$ cat config.mk
export PLATFORM = sky130hd
export DESIGN_NAME = aip_port_bank
export DESIGN_NICKNAME = d
export VERILOG_FILES = /design/src/aip_port_bank.v
export VERILOG_INCLUDE_DIRS = /design/src
export SDC_FILE = /design/constraint.sdc
export NUM_CORES = 1
export LEC_CHECK = 0
export ABC_AREA = 1
export BUFFER_PORTS_ARGS = -buffer_cell sky130_fd_sc_hd__buf_2
export CORE_MARGIN = 2
export CORE_UTILIZATION = 30
export DETAILED_ROUTE_END_ITERATION = 16
export SYNTH_ARGS = -nofsm -noshare
export SYNTH_HDL_FRONTEND = slang
export SYNTH_SLANG_ARGS = --single-unit
$ cat constraint.sdc
create_clock -name clk_sys -period 1.6 [get_ports clk_sys]
set_input_delay 0.08 -clock clk_sys [delete_from_list [all_inputs] [get_ports clk_sys]]
set_output_delay 0.08 -clock clk_sys [all_outputs]
set_load 0.005 [all_outputs]
$ cat src/aip_regs.vh
// register map and reset values of the analyzer i/o port bank
`ifndef AIP_REGS_VH
`define AIP_REGS_VH
// printed indices; byte address is four times the index
`define AIP_CAL_IDX      12'h321
`define AIP_INT_IDX      12'h322
`define AIP_SPR_IDX      12'h325
`define AIP_CTL_IDX      12'h330
`define AIP_COIL_IDX     12'h331
`define AIP_STAT_IDX     12'h332
`define AIP_MASK_IDX     12'h333
// internal output port fields
`define AIP_PERIPH_RST_BIT 6
`define AIP_CTRL_RST_N_BIT 7
// alarm port fields
`define AIP_HEALTHY_BIT  4
`define AIP_LIMIT1_BIT   5
`define AIP_LIMIT2_BIT   6
`define AIP_RANGE2_BIT   7
// control register fields
`define AIP_CTL_ALT_BIT  0
`define AIP_CTL_DIAG_BIT 1
// interrupt status fields
`define AIP_EV_CAL_ENTER 0
`define AIP_EV_CAL_EXIT  1
`define AIP_EV_CAL_SEL   2
`define AIP_EV_SPARE_IN  3
// calibration and spare input ports: top bits always one
`define AIP_IN_FILL      2'h3
// reset values
`define AIP_INT_OUT_RST  8'h40
`define AIP_GEN_OUT_RST  8'h00
`define AIP_SPR_OUT_RST  8'h00
`define AIP_CTL_RST      8'h00
`define AIP_COIL_RST     4'h0
`define AIP_MASK_RST     4'h0
`endif

$ cat src/aip_port_bank.v
// analyzer i/o port bank with avalon-mm register slave
//
// The implementer's own choice: the Avalon-MM interface to the registers.
`default_nettype none
`include "aip_regs.vh"

// Behaviour
// - internal input port reads at 322
// - internal output port written at 322
// - bit6 one holds serial peripherals reset
// - bit7 zero resets serial controller, low-active
// - calibration inputs at 321, bits6-7 read one
// - bit0 low requests calibration, read as-is
// - bit1 span/zero, bit2 range select
// - bit3 selects carbon dioxide or oxygen
// - spare input port at 325, bits6-7 one
// - general control output port written at 321
// - 325 output: spare bits0-3, alarms 4-7
// - bit4 healthy one, zero on alarm/diagnostics
// - bit5 one while first limit exceeded
// - bit6 one while second limit exceeded
// - bit7 one while second autorange used
// - alternate assignment: alarms follow coil values
module aip_port_bank
(
   // clock and reset
   input  wire        clk_sys,
   input  wire        rst,
   // avalon-mm slave
   input  wire [11:0] address,
   input  wire        read,
   input  wire        write,
   input  wire [31:0] writedata,
   output reg  [31:0] readdata,
   output reg         waitrequest,
   // interrupt
   output reg         irq,
   // connector inputs
   input  wire [7:0]  internal_inputs,
   input  wire        remote_calibrate_request_n,
   input  wire        remote_span_not_zero_n,
   input  wire        remote_second_range_select_n,
   input  wire        remote_carbon_gas_select_n,
   input  wire [1:0]  calibration_spare_inputs,
   input  wire [5:0]  spare_control_inputs,
   // internal outputs
   output reg  [5:0]  internal_spare_outputs,
   output reg         serial_peripheral_reset,
   output reg         serial_controller_hw_reset_n,
   // control outputs
   output reg  [7:0]  general_control_outputs,
   output reg  [3:0]  spare_control_outputs,
   // alarm relays
   output reg         healthy_alarm_output,
   output reg         first_limit_alarm_output,
   output reg         second_limit_alarm_output,
   output reg         upper_autorange_indicator
);

   // ------------------------------------------------
   // address decode
   // ------------------------------------------------
   // misaligned byte addresses match no register
   function sel;
      input [11:0] addr;
      input [11:0] idx;
      begin
         sel = (addr[1:0] == 2'h0) &&
               (addr[11:2] == idx[9:0]);
      end
   endfunction

   // ------------------------------------------------
   // state
   // ------------------------------------------------
   reg  [7:0] internal_output_port;
   reg  [7:0] alarm_and_control_outputs;
   reg  [7:0] ctl;
   reg  [3:0] coil;
   reg  [3:0] irq_status;
   reg  [3:0] irq_mask;
   reg  [5:0] cal_prev;
   reg  [5:0] spare_prev;
   reg  [3:0] next_status;
   reg  [3:0] event_set;
   reg  [31:0] next_readdata;
   reg  [3:0] next_alarms;

   wire       req;
   wire       take;
   wire [5:0] cal_now;
   wire [7:0] calibration_control_inputs;
   wire [7:0] spare_port_in;
   wire       at_cal;
   wire       at_int;
   wire       at_spr;
   wire       at_ctl;
   wire       at_coil;
   wire       at_stat;
   wire       at_mask;
   wire       wr_int;
   wire       wr_gen;
   wire       wr_spr;
   wire       wr_ctl;
   wire       wr_coil;
   wire       wr_stat;
   wire       wr_mask;

   assign req  = read | write;
   // a request completes at the edge where waitrequest is low
   assign take = req & ~waitrequest;

   // ------------------------------------------------
   // register selects and write strobes
   // ------------------------------------------------
   assign at_cal  = sel(address, `AIP_CAL_IDX);
   assign at_int  = sel(address, `AIP_INT_IDX);
   assign at_spr  = sel(address, `AIP_SPR_IDX);
   assign at_ctl  = sel(address, `AIP_CTL_IDX);
   assign at_coil = sel(address, `AIP_COIL_IDX);
   assign at_stat = sel(address, `AIP_STAT_IDX);
   assign at_mask = sel(address, `AIP_MASK_IDX);
   // a shared address strobes only its output latch, never the input
   assign wr_int  = take & write & at_int;
   assign wr_gen  = take & write & at_cal;
   assign wr_spr  = take & write & at_spr;
   assign wr_ctl  = take & write & at_ctl;
   assign wr_coil = take & write & at_coil;
   assign wr_stat = take & write & at_stat;
   assign wr_mask = take & write & at_mask;

   // ------------------------------------------------
   // input ports
   // ------------------------------------------------
   // levels are reported exactly as the remote contacts drive them
   assign cal_now = {calibration_spare_inputs,
                     remote_carbon_gas_select_n,
                     remote_second_range_select_n,
                     remote_span_not_zero_n,
                     remote_calibrate_request_n};
   assign calibration_control_inputs =
      {`AIP_IN_FILL, cal_now};
   assign spare_port_in =
      {`AIP_IN_FILL, spare_control_inputs};

   // ------------------------------------------------
   // read mux
   // ------------------------------------------------
   always @*
   begin
      // unmapped reads return zero but are still answered
      next_readdata = 32'h0000_0000;
      if (at_cal)
         next_readdata[7:0] = calibration_control_inputs;
      else if (at_int)
         next_readdata[7:0] = internal_inputs;
      else if (at_spr)
         next_readdata[7:0] = spare_port_in;
      else if (at_ctl)
         next_readdata[7:0] = ctl;
      else if (at_coil)
         next_readdata[3:0] = coil;
      else if (at_stat)
         next_readdata[3:0] = irq_status;
      else if (at_mask)
         next_readdata[3:0] = irq_mask;
   end

   // ------------------------------------------------
   // bus handshake
   // ------------------------------------------------
   // fixed two-edge answer: one wait state, then the access edge
   always @(posedge clk_sys)
   begin
      if (rst)
      begin
         waitrequest <= 1'b1;
         readdata    <= 32'h0000_0000;
      end
      else if (take)
      begin
         waitrequest <= 1'b1;
      end
      else if (req)
      begin
         waitrequest <= 1'b0;
         if (read)
            readdata <= next_readdata;
      end
   end

   // ------------------------------------------------
   // writable latches
   // ------------------------------------------------
   // latches hold until rewritten; reads never touch them
   always @(posedge clk_sys)
   begin
      if (rst)
         internal_output_port <= `AIP_INT_OUT_RST;
      else if (wr_int)
         internal_output_port <= writedata[7:0];
   end

   always @(posedge clk_sys)
   begin
      if (rst)
         general_control_outputs <= `AIP_GEN_OUT_RST;
      else if (wr_gen)
         general_control_outputs <= writedata[7:0];
   end

   always @(posedge clk_sys)
   begin
      if (rst)
         alarm_and_control_outputs <= `AIP_SPR_OUT_RST;
      else if (wr_spr)
         alarm_and_control_outputs <= writedata[7:0];
   end

   always @(posedge clk_sys)
   begin
      if (rst)
         ctl <= `AIP_CTL_RST;
      else if (wr_ctl)
         ctl <= writedata[7:0];
   end

   always @(posedge clk_sys)
   begin
      if (rst)
         coil <= `AIP_COIL_RST;
      else if (wr_coil)
         coil <= writedata[3:0];
   end

   always @(posedge clk_sys)
   begin
      if (rst)
         irq_mask <= `AIP_MASK_RST;
      else if (wr_mask)
         irq_mask <= writedata[3:0];
   end

   // ------------------------------------------------
   // input events
   // ------------------------------------------------
   always @*
   begin
      event_set = 4'h0;
      event_set[`AIP_EV_CAL_ENTER] =
         cal_prev[0] & ~cal_now[0];
      event_set[`AIP_EV_CAL_EXIT] =
         ~cal_prev[0] & cal_now[0];
      event_set[`AIP_EV_CAL_SEL] =
         |(cal_prev[5:1] ^ cal_now[5:1]);
      event_set[`AIP_EV_SPARE_IN] =
         |(spare_prev ^ spare_control_inputs);
   end

   // a new event wins over a clear in the same cycle
   always @*
   begin
      next_status = irq_status;
      if (wr_stat)
         next_status = next_status & ~writedata[3:0];
      next_status = next_status | event_set;
   end

   // edge history starts at the idle-high level of open contacts
   always @(posedge clk_sys)
   begin
      if (rst)
      begin
         cal_prev   <= 6'h3f;
         spare_prev <= 6'h3f;
      end
      else
      begin
         cal_prev   <= cal_now;
         spare_prev <= spare_control_inputs;
      end
   end

   // irq is a flop so the pin never glitches while status moves
   always @(posedge clk_sys)
   begin
      if (rst)
      begin
         irq_status <= 4'h0;
         irq        <= 1'b0;
      end
      else
      begin
         irq_status <= next_status;
         irq        <= |(next_status & irq_mask);
      end
   end

   // ------------------------------------------------
   // alarm relay selection
   // ------------------------------------------------
   // diagnostics only pulls the healthy relay while firmware owns it
   always @*
   begin
      if (ctl[`AIP_CTL_ALT_BIT])
         next_alarms = coil;
      else
      begin
         next_alarms[0] =
            alarm_and_control_outputs[`AIP_HEALTHY_BIT] &
            ~ctl[`AIP_CTL_DIAG_BIT];
         next_alarms[1] =
            alarm_and_control_outputs[`AIP_LIMIT1_BIT];
         next_alarms[2] =
            alarm_and_control_outputs[`AIP_LIMIT2_BIT];
         next_alarms[3] =
            alarm_and_control_outputs[`AIP_RANGE2_BIT];
      end
   end

   // ------------------------------------------------
   // output pins
   // ------------------------------------------------
   // pins follow the latches one edge later so each is a flop;
   // reset holds the serial controller and peripherals in reset
   always @(posedge clk_sys)
   begin
      if (rst)
      begin
         internal_spare_outputs       <= 6'h00;
         serial_peripheral_reset      <= 1'b1;
         serial_controller_hw_reset_n <= 1'b0;
      end
      else
      begin
         internal_spare_outputs <= internal_output_port[5:0];
         serial_peripheral_reset <=
            internal_output_port[`AIP_PERIPH_RST_BIT];
         serial_controller_hw_reset_n <=
            internal_output_port[`AIP_CTRL_RST_N_BIT];
      end
   end

   always @(posedge clk_sys)
   begin
      if (rst)
         spare_control_outputs <= 4'h0;
      else
         spare_control_outputs <=
            alarm_and_control_outputs[3:0];
   end

   // ------------------------------------------------
   // alarm relay pins
   // ------------------------------------------------
   // relays stay open in reset, so no false healthy report at start
   always @(posedge clk_sys)
   begin
      if (rst)
      begin
         healthy_alarm_output         <= 1'b0;
         first_limit_alarm_output     <= 1'b0;
         second_limit_alarm_output    <= 1'b0;
         upper_autorange_indicator    <= 1'b0;
      end
      else
      begin
         healthy_alarm_output      <= next_alarms[0];
         first_limit_alarm_output  <= next_alarms[1];
         second_limit_alarm_output <= next_alarms[2];
         upper_autorange_indicator <= next_alarms[3];
      end
   end

endmodule
`default_nettype wire

After elaboration in Yosys (flattened, before gate mapping)
Cells that the tools add are included.
Cells by class
  equality and inequality tests: 7
  muxes and demuxes: 10
  bitwise gates (word level): 24
  reduce and logical (&&, ||, !) cells: 13
Operator list (number)
  10-bit equality test, second input constant: 7
  4-bit two-way mux: 7
  8-bit two-way mux: 3
  1-bit AND: 12
  4-bit AND: 2
  1-bit logical AND: 7
  6-bit OR reduction: 1
  6-bit bitwise XOR: 1
  1-bit inverter: 5
  5-bit OR reduction: 1
  5-bit bitwise XOR: 1
  4-bit inverter: 1
  4-bit bitwise OR: 1
  4-bit OR reduction: 1
  3-bit AND reduction: 1
  2-bit logical NOT: 1
  2-bit OR reduction: 1
  1-bit bitwise OR: 1
Word-level totals
  register bits after elaboration: 82
  input port bits: 68
  output and inout port bits: 58
  word-level logic and storage cells: 74

Longest topological paths before layout
  word-level depth: 9
  mapped depth: 13

Worst setup path before layout
Ideal clock, no wire load.
  kind: register -> register
  start point: register waitrequest
  end point: register irq
  arrival: 1.284 ns
  setup slack: 0.188 ns
  cell stages (with the launch flop): 11
  path buffers: 0
  clock period less this slack: 1.412 ns
  path through: dfxtp_1 -> nor2_2 -> inv_2 -> nor2_4 -> nand2_1 -> nand2_1 -> o21ai_1 -> nand2_1 -> o21ai_1 -> nor2_1 -> nor2_1
Between the ends
  cells in the longest elaborated chain, start to end: 8
Ends and longest elaborated chain
  from (decl): RTL line aip_port_bank.v:35  | output reg waitrequest,
  from (signal assigned): RTL line aip_port_bank.v:177  | waitrequest <= 1'b1;
  from (signal assigned): RTL line aip_port_bank.v:182  | waitrequest <= 1'b1;
  from (signal assigned): RTL line aip_port_bank.v:186  | waitrequest <= 1'b0;
  1-bit inverter: RTL line aip_port_bank.v:111  | assign take = req & ~waitrequest;
  1-bit AND: RTL line aip_port_bank.v:111
  1-bit AND (2 in series): RTL line aip_port_bank.v:129  | assign wr_stat = take & write & at_stat;
  4-bit two-way mux: RTL line aip_port_bank.v:264  | if (wr_stat)
  4-bit bitwise OR: RTL line aip_port_bank.v:266  | next_status = next_status | event_set;
  4-bit AND: RTL line aip_port_bank.v:295  | irq <= |(next_status & irq_mask);
  4-bit OR reduction: RTL line aip_port_bank.v:295
  to (signal assigned): RTL line aip_port_bank.v:295
  to (decl): RTL line aip_port_bank.v:37  | output reg irq,
Every way passes these cells.
A chain may end at the register's enable or synchronous reset.

Worst setup path after layout
  start point: input remote_span_not_zero_n
  end point: register irq
Between the ends
  cells in the longest elaborated chain, start to end: 5
Ends and longest elaborated chain
  from (decl): RTL line aip_port_bank.v:41  | input wire remote_span_not_zero_n,
  5-bit bitwise XOR: RTL line aip_port_bank.v:255  | |(cal_prev[5:1] ^ cal_now[5:1]);
  5-bit OR reduction: RTL line aip_port_bank.v:255
  4-bit bitwise OR: RTL line aip_port_bank.v:266
  4-bit AND: RTL line aip_port_bank.v:295
  4-bit OR reduction: RTL line aip_port_bank.v:295
Every way passes these cells.

==> impl_metrics.csv <==
group,metric,value,unit
job,maxCapViolations,0,
clock_network,tritoncts_num_sinks,82,
setup_path,rr_endpoint,"coil[2]",
floorplanning,floorplan.initialDensity,31.0,%
logic_synthesis,syn-mean-instance-area,7.89,sq um
power,static_leak,0.00198,uW
power,vdd_drop_max,0.000519,V
clock_network,cts.clk_slew.worst_paths,0.06,ns
logic_synthesis,gate_count_post_synth,475,
run_status,result_of_the_run,"complete, no violations",
placed_design,routability_congestion_estimate_from_global_placement,0.830,
clock_network,htree_num_levels,3,
finish,antennaDiodeCount,0,
floorplanning,die_w,116,um
routing,finalWirelength,9610,um
global_route,global_route_wire_length_before_repair,15100,um
logic_synthesis,yosys.area.top_type,"sky130_fd_sc_hd__dfxtp_1",
timing,report.final.setup_viol,0,
global_route,grt_max_degree,45,
timing,period_needed,1.46,ns
logic_synthesis,synth.distinct_cells,37,
timing,finalClockSkew,0.00601,ns
setup_path,critPathLaunchType,"input pin",
logic_synthesis,yosysWarnings,0,
finish,ratio_of_cells_with_drive_above_1_in_the_final_layout,26.5,%
clock_network,clock_latency_of_the_later_clocked_register_in_the_worst_skew_pair,0.33,ns
floorplanning,rows,40,
timing,final_hold_viol_count,0,
clock_network,cts_made_buffers,9,
global_route,grtUsageTotal,14.6,%
worst_hold_path,hold-path-cell-count,4,
routing,routed_via_density,4.45,
global_route,vias_in_the_first_global_route,3112,
placed_design,numPortBuffers,77,
clock_network,ctsLongestPathBuffers,2,
worst_hold_path,hold_path_class,"input pin to register",
global_route,grt.overflow.total,0,
clock_network,cts_tree,"yes",
routing,firstDrtPassIters,4,
routing,drt_iter0_markers,181,
floorplanning,io-pin-count,126,
logic_synthesis,syn-cell-area,3750,sq um
timing,setup_repair_after_global_routing_missed_its_margin,"no",
timing,fmax,683,MHz
setup_path,worst_flop_to_flop_path_startpoint,"waitrequest",
logic_synthesis,synthTopCellsByArea,"sky130_fd_sc_hd__dfxtp_1, sky130_fd_sc_hd__nand2_1, sky130_fd_sc_hd__inv_1",
finish,syn_to_final_growth,25.7,%
finish,layout.nets,636,
setup_path,ff2ff_path_depth,5,
worst_hold_path,worst_hold_path.endpoint,"waitrequest",
setup_path,worst-r2r-setup-slack,0.23,ns
logic_synthesis,synth_async_sr_flop_share,0,%
logic_synthesis,register_area_share_after_synthesis,43.8,%
global_route,antenna_found_initial,0,
floorplanning,floorplan.die_area,13400,sq um
setup_path,critPathArrivalTime,1.69,ns
placed_design,place.detailed.hpwl,7050,um
placed_design,dpl-instance-area,4260,sq um
finish,layout.cells.most_common,"sky130_fd_sc_hd__dfxtp_1",
routing,avgRoutedWirePerCell,13.0,um
setup_path,cp.required,1.82,ns
power,power.density,977,nW/um^2
worst_hold_path,hold_path_startpoint,"read",
finish,layout_common_cells,"sky130_fd_sc_hd__dfxtp_1, sky130_fd_sc_hd__buf_2, sky130_fd_sc_hd__nand2_1",
floorplanning,design.core.area,12100,sq um
routing,ant_nets,0,
logic_synthesis,dominantRegCellSynth,"sky130_fd_sc_hd__dfxtp_1",
routing,route.vias.total,3298,
setup_path,setup.worst_path.class,"input pin to register",
finish,final_cell_area,4710,sq um
timing,finalSetupTns,0,ns
setup_path,timing.critical_path.to_type,"register",
floorplanning,die_y,116,um
finish,fill_cells,1308,
timing,report.final.slew_viol_count,0,
logic_synthesis,yosys_register_bits,82,
setup_path,path_max_fanout,3,
clock_network,root_buffer,"sky130_fd_sc_hd__clkbuf_16",
routing,drc,0,
logic_synthesis,synth-edff-count,0,
timing,final.period_utilization,91.5,%
logic_synthesis,synth.top_cell.area_share,43.8,%
-- flip-flops by register name (all words and copies together) (netlist names), 6 cells and up --
name                       count
alarm_and_control_outputs      8
cal_prev                       6
ctl                            8
general_control_outputs        8
internal_output_port           8
internal_spare_outputs         6
readdata                       8
spare_prev                     6
-- per-stage QoR --
stage	hold WS (ns)	utilization, %	power, uW	setup WS, ns	instances
3_5_place_dp	0.319	35.2	2490	0.0818	713
4_1_cts	0.0260	38.7	4630	0.0673	741
2_1_floorplan	0.184	-	2360	0.188	498
6_report	0.0293	38.9	4600	0.136	741
3_3_place_gp	0.315	35.2	2480	0.131	713
5_1_grt	0.0442	38.9	4770	0.0407	741
-- cells in the mapped netlist, types with 3 or more instances --
| master | instances |
|---|---|
| sky130_fd_sc_hd__dfxtp_1 | 82 |
| sky130_fd_sc_hd__nand2_1 | 58 |
| sky130_fd_sc_hd__inv_1 | 54 |
| sky130_fd_sc_hd__nor2_1 | 44 |
| sky130_fd_sc_hd__a21oi_1 | 40 |
| sky130_fd_sc_hd__o21ai_0 | 34 |
| sky130_fd_sc_hd__buf_4 | 24 |
| sky130_fd_sc_hd__nand4_1 | 22 |
| sky130_fd_sc_hd__nand3_1 | 14 |
| sky130_fd_sc_hd__nor3_1 | 14 |
| sky130_fd_sc_hd__or2_2 | 12 |
| sky130_fd_sc_hd__clkbuf_1 | 10 |
| sky130_fd_sc_hd__nand2_2 | 6 |
| sky130_fd_sc_hd__o21ai_1 | 6 |
| sky130_fd_sc_hd__nor2_4 | 5 |
| sky130_fd_sc_hd__xor2_1 | 5 |
| sky130_fd_sc_hd__a21oi_2 | 4 |
| sky130_fd_sc_hd__a31oi_1 | 4 |
| sky130_fd_sc_hd__inv_2 | 4 |
| sky130_fd_sc_hd__buf_2 | 3 |
| sky130_fd_sc_hd__nor2_2 | 3 |
| sky130_fd_sc_hd__nor4_4 | 3 |
| sky130_fd_sc_hd__o211ai_1 | 3 |
-- worst max-delay path by stage --
stage                             from                         end  slack, ns
6_report        remote_span_not_zero_n                         irq       0.14
5_1_grt        spare_control_inputs[4]                         irq       0.04
2_1_floorplan              waitrequest                         irq       0.19
4_1_cts         remote_span_not_zero_n                         irq       0.07
3_3_place_gp                address[6]  general_control_outputs[3]       0.13
3_5_place_dp                address[6]  general_control_outputs[0]       0.08
-- where the power goes --
group / total (uW) / switching [uW] / internal, uW / leakage, uW
clock network: 2130 / 831 / 1300 / 0.000152
registers: 2090 / 17.7 / 2070 / 0.000666
logic: 383 / 241 / 142 / 0.00116
-- metal layers --
| layer | GRT usage [%] | vias to the layer above | part of all wire, % |
|---|---|---|---|
| li1 | - | 1697 | - |
| met1 | 17.8 | 1513 | 45 |
| met2 | 25.0 | 77 | 50 |
| met3 | 3.82 | 11 | 3.7 |
| met4 | 4.92 | 0 | 1.4 |
| met5 | 0 | - | 0 |
-- layout make-up --
cell class | count | area, sq um | area share, %
well taps | 168 | 210 | 4.46
inverters | 59 | 226 | 4.80
clock inverters | 5 | 60.1 | 1.27
multi-input cells | 317 | 1730 | 36.7
clock buffers | 11 | 253 | 5.36
flip-flops and latches | 82 | 1640 | 34.8
repair buffers | 99 | 593 | 12.6
-- worst max-delay path: stages --
cell,delay [ns]
sky130_fd_sc_hd__dlygate4sd3_1,0.54
sky130_fd_sc_hd__buf_2,0.14
sky130_fd_sc_hd__inv_1,0.08
sky130_fd_sc_hd__or2_2,0.11
sky130_fd_sc_hd__nand4_1,0.14
sky130_fd_sc_hd__nor4_2,0.26
sky130_fd_sc_hd__nand2_1,0.08
sky130_fd_sc_hd__nand2_1,0.07
sky130_fd_sc_hd__nand2_1,0.06
sky130_fd_sc_hd__nor2_1,0.08
sky130_fd_sc_hd__nor2_1,0.05
-- kinds of logic (layout without fill, tap and decap cells) --
family	Yosys count	count (layout)	share of synthesized area, %
xor+xnor	7	7	1.64
buf+inv	99	174	13.0
simple gates	193	193	28.1
flops	82	82	43.8
other cells	1	24	0.100
compound gates	93	93	13.4
-- timing repair --
action | 4_1_cts | 5_1_grt
hold endpoints to repair | 12 | 0
hold buffers | 12 | 0
buffers inserted | 0 | 0
gates resized for setup | 0 | 3
endpoints found under the setup margin | 0 | 1
No activity file was read; power rests on OpenSTA's default activity.
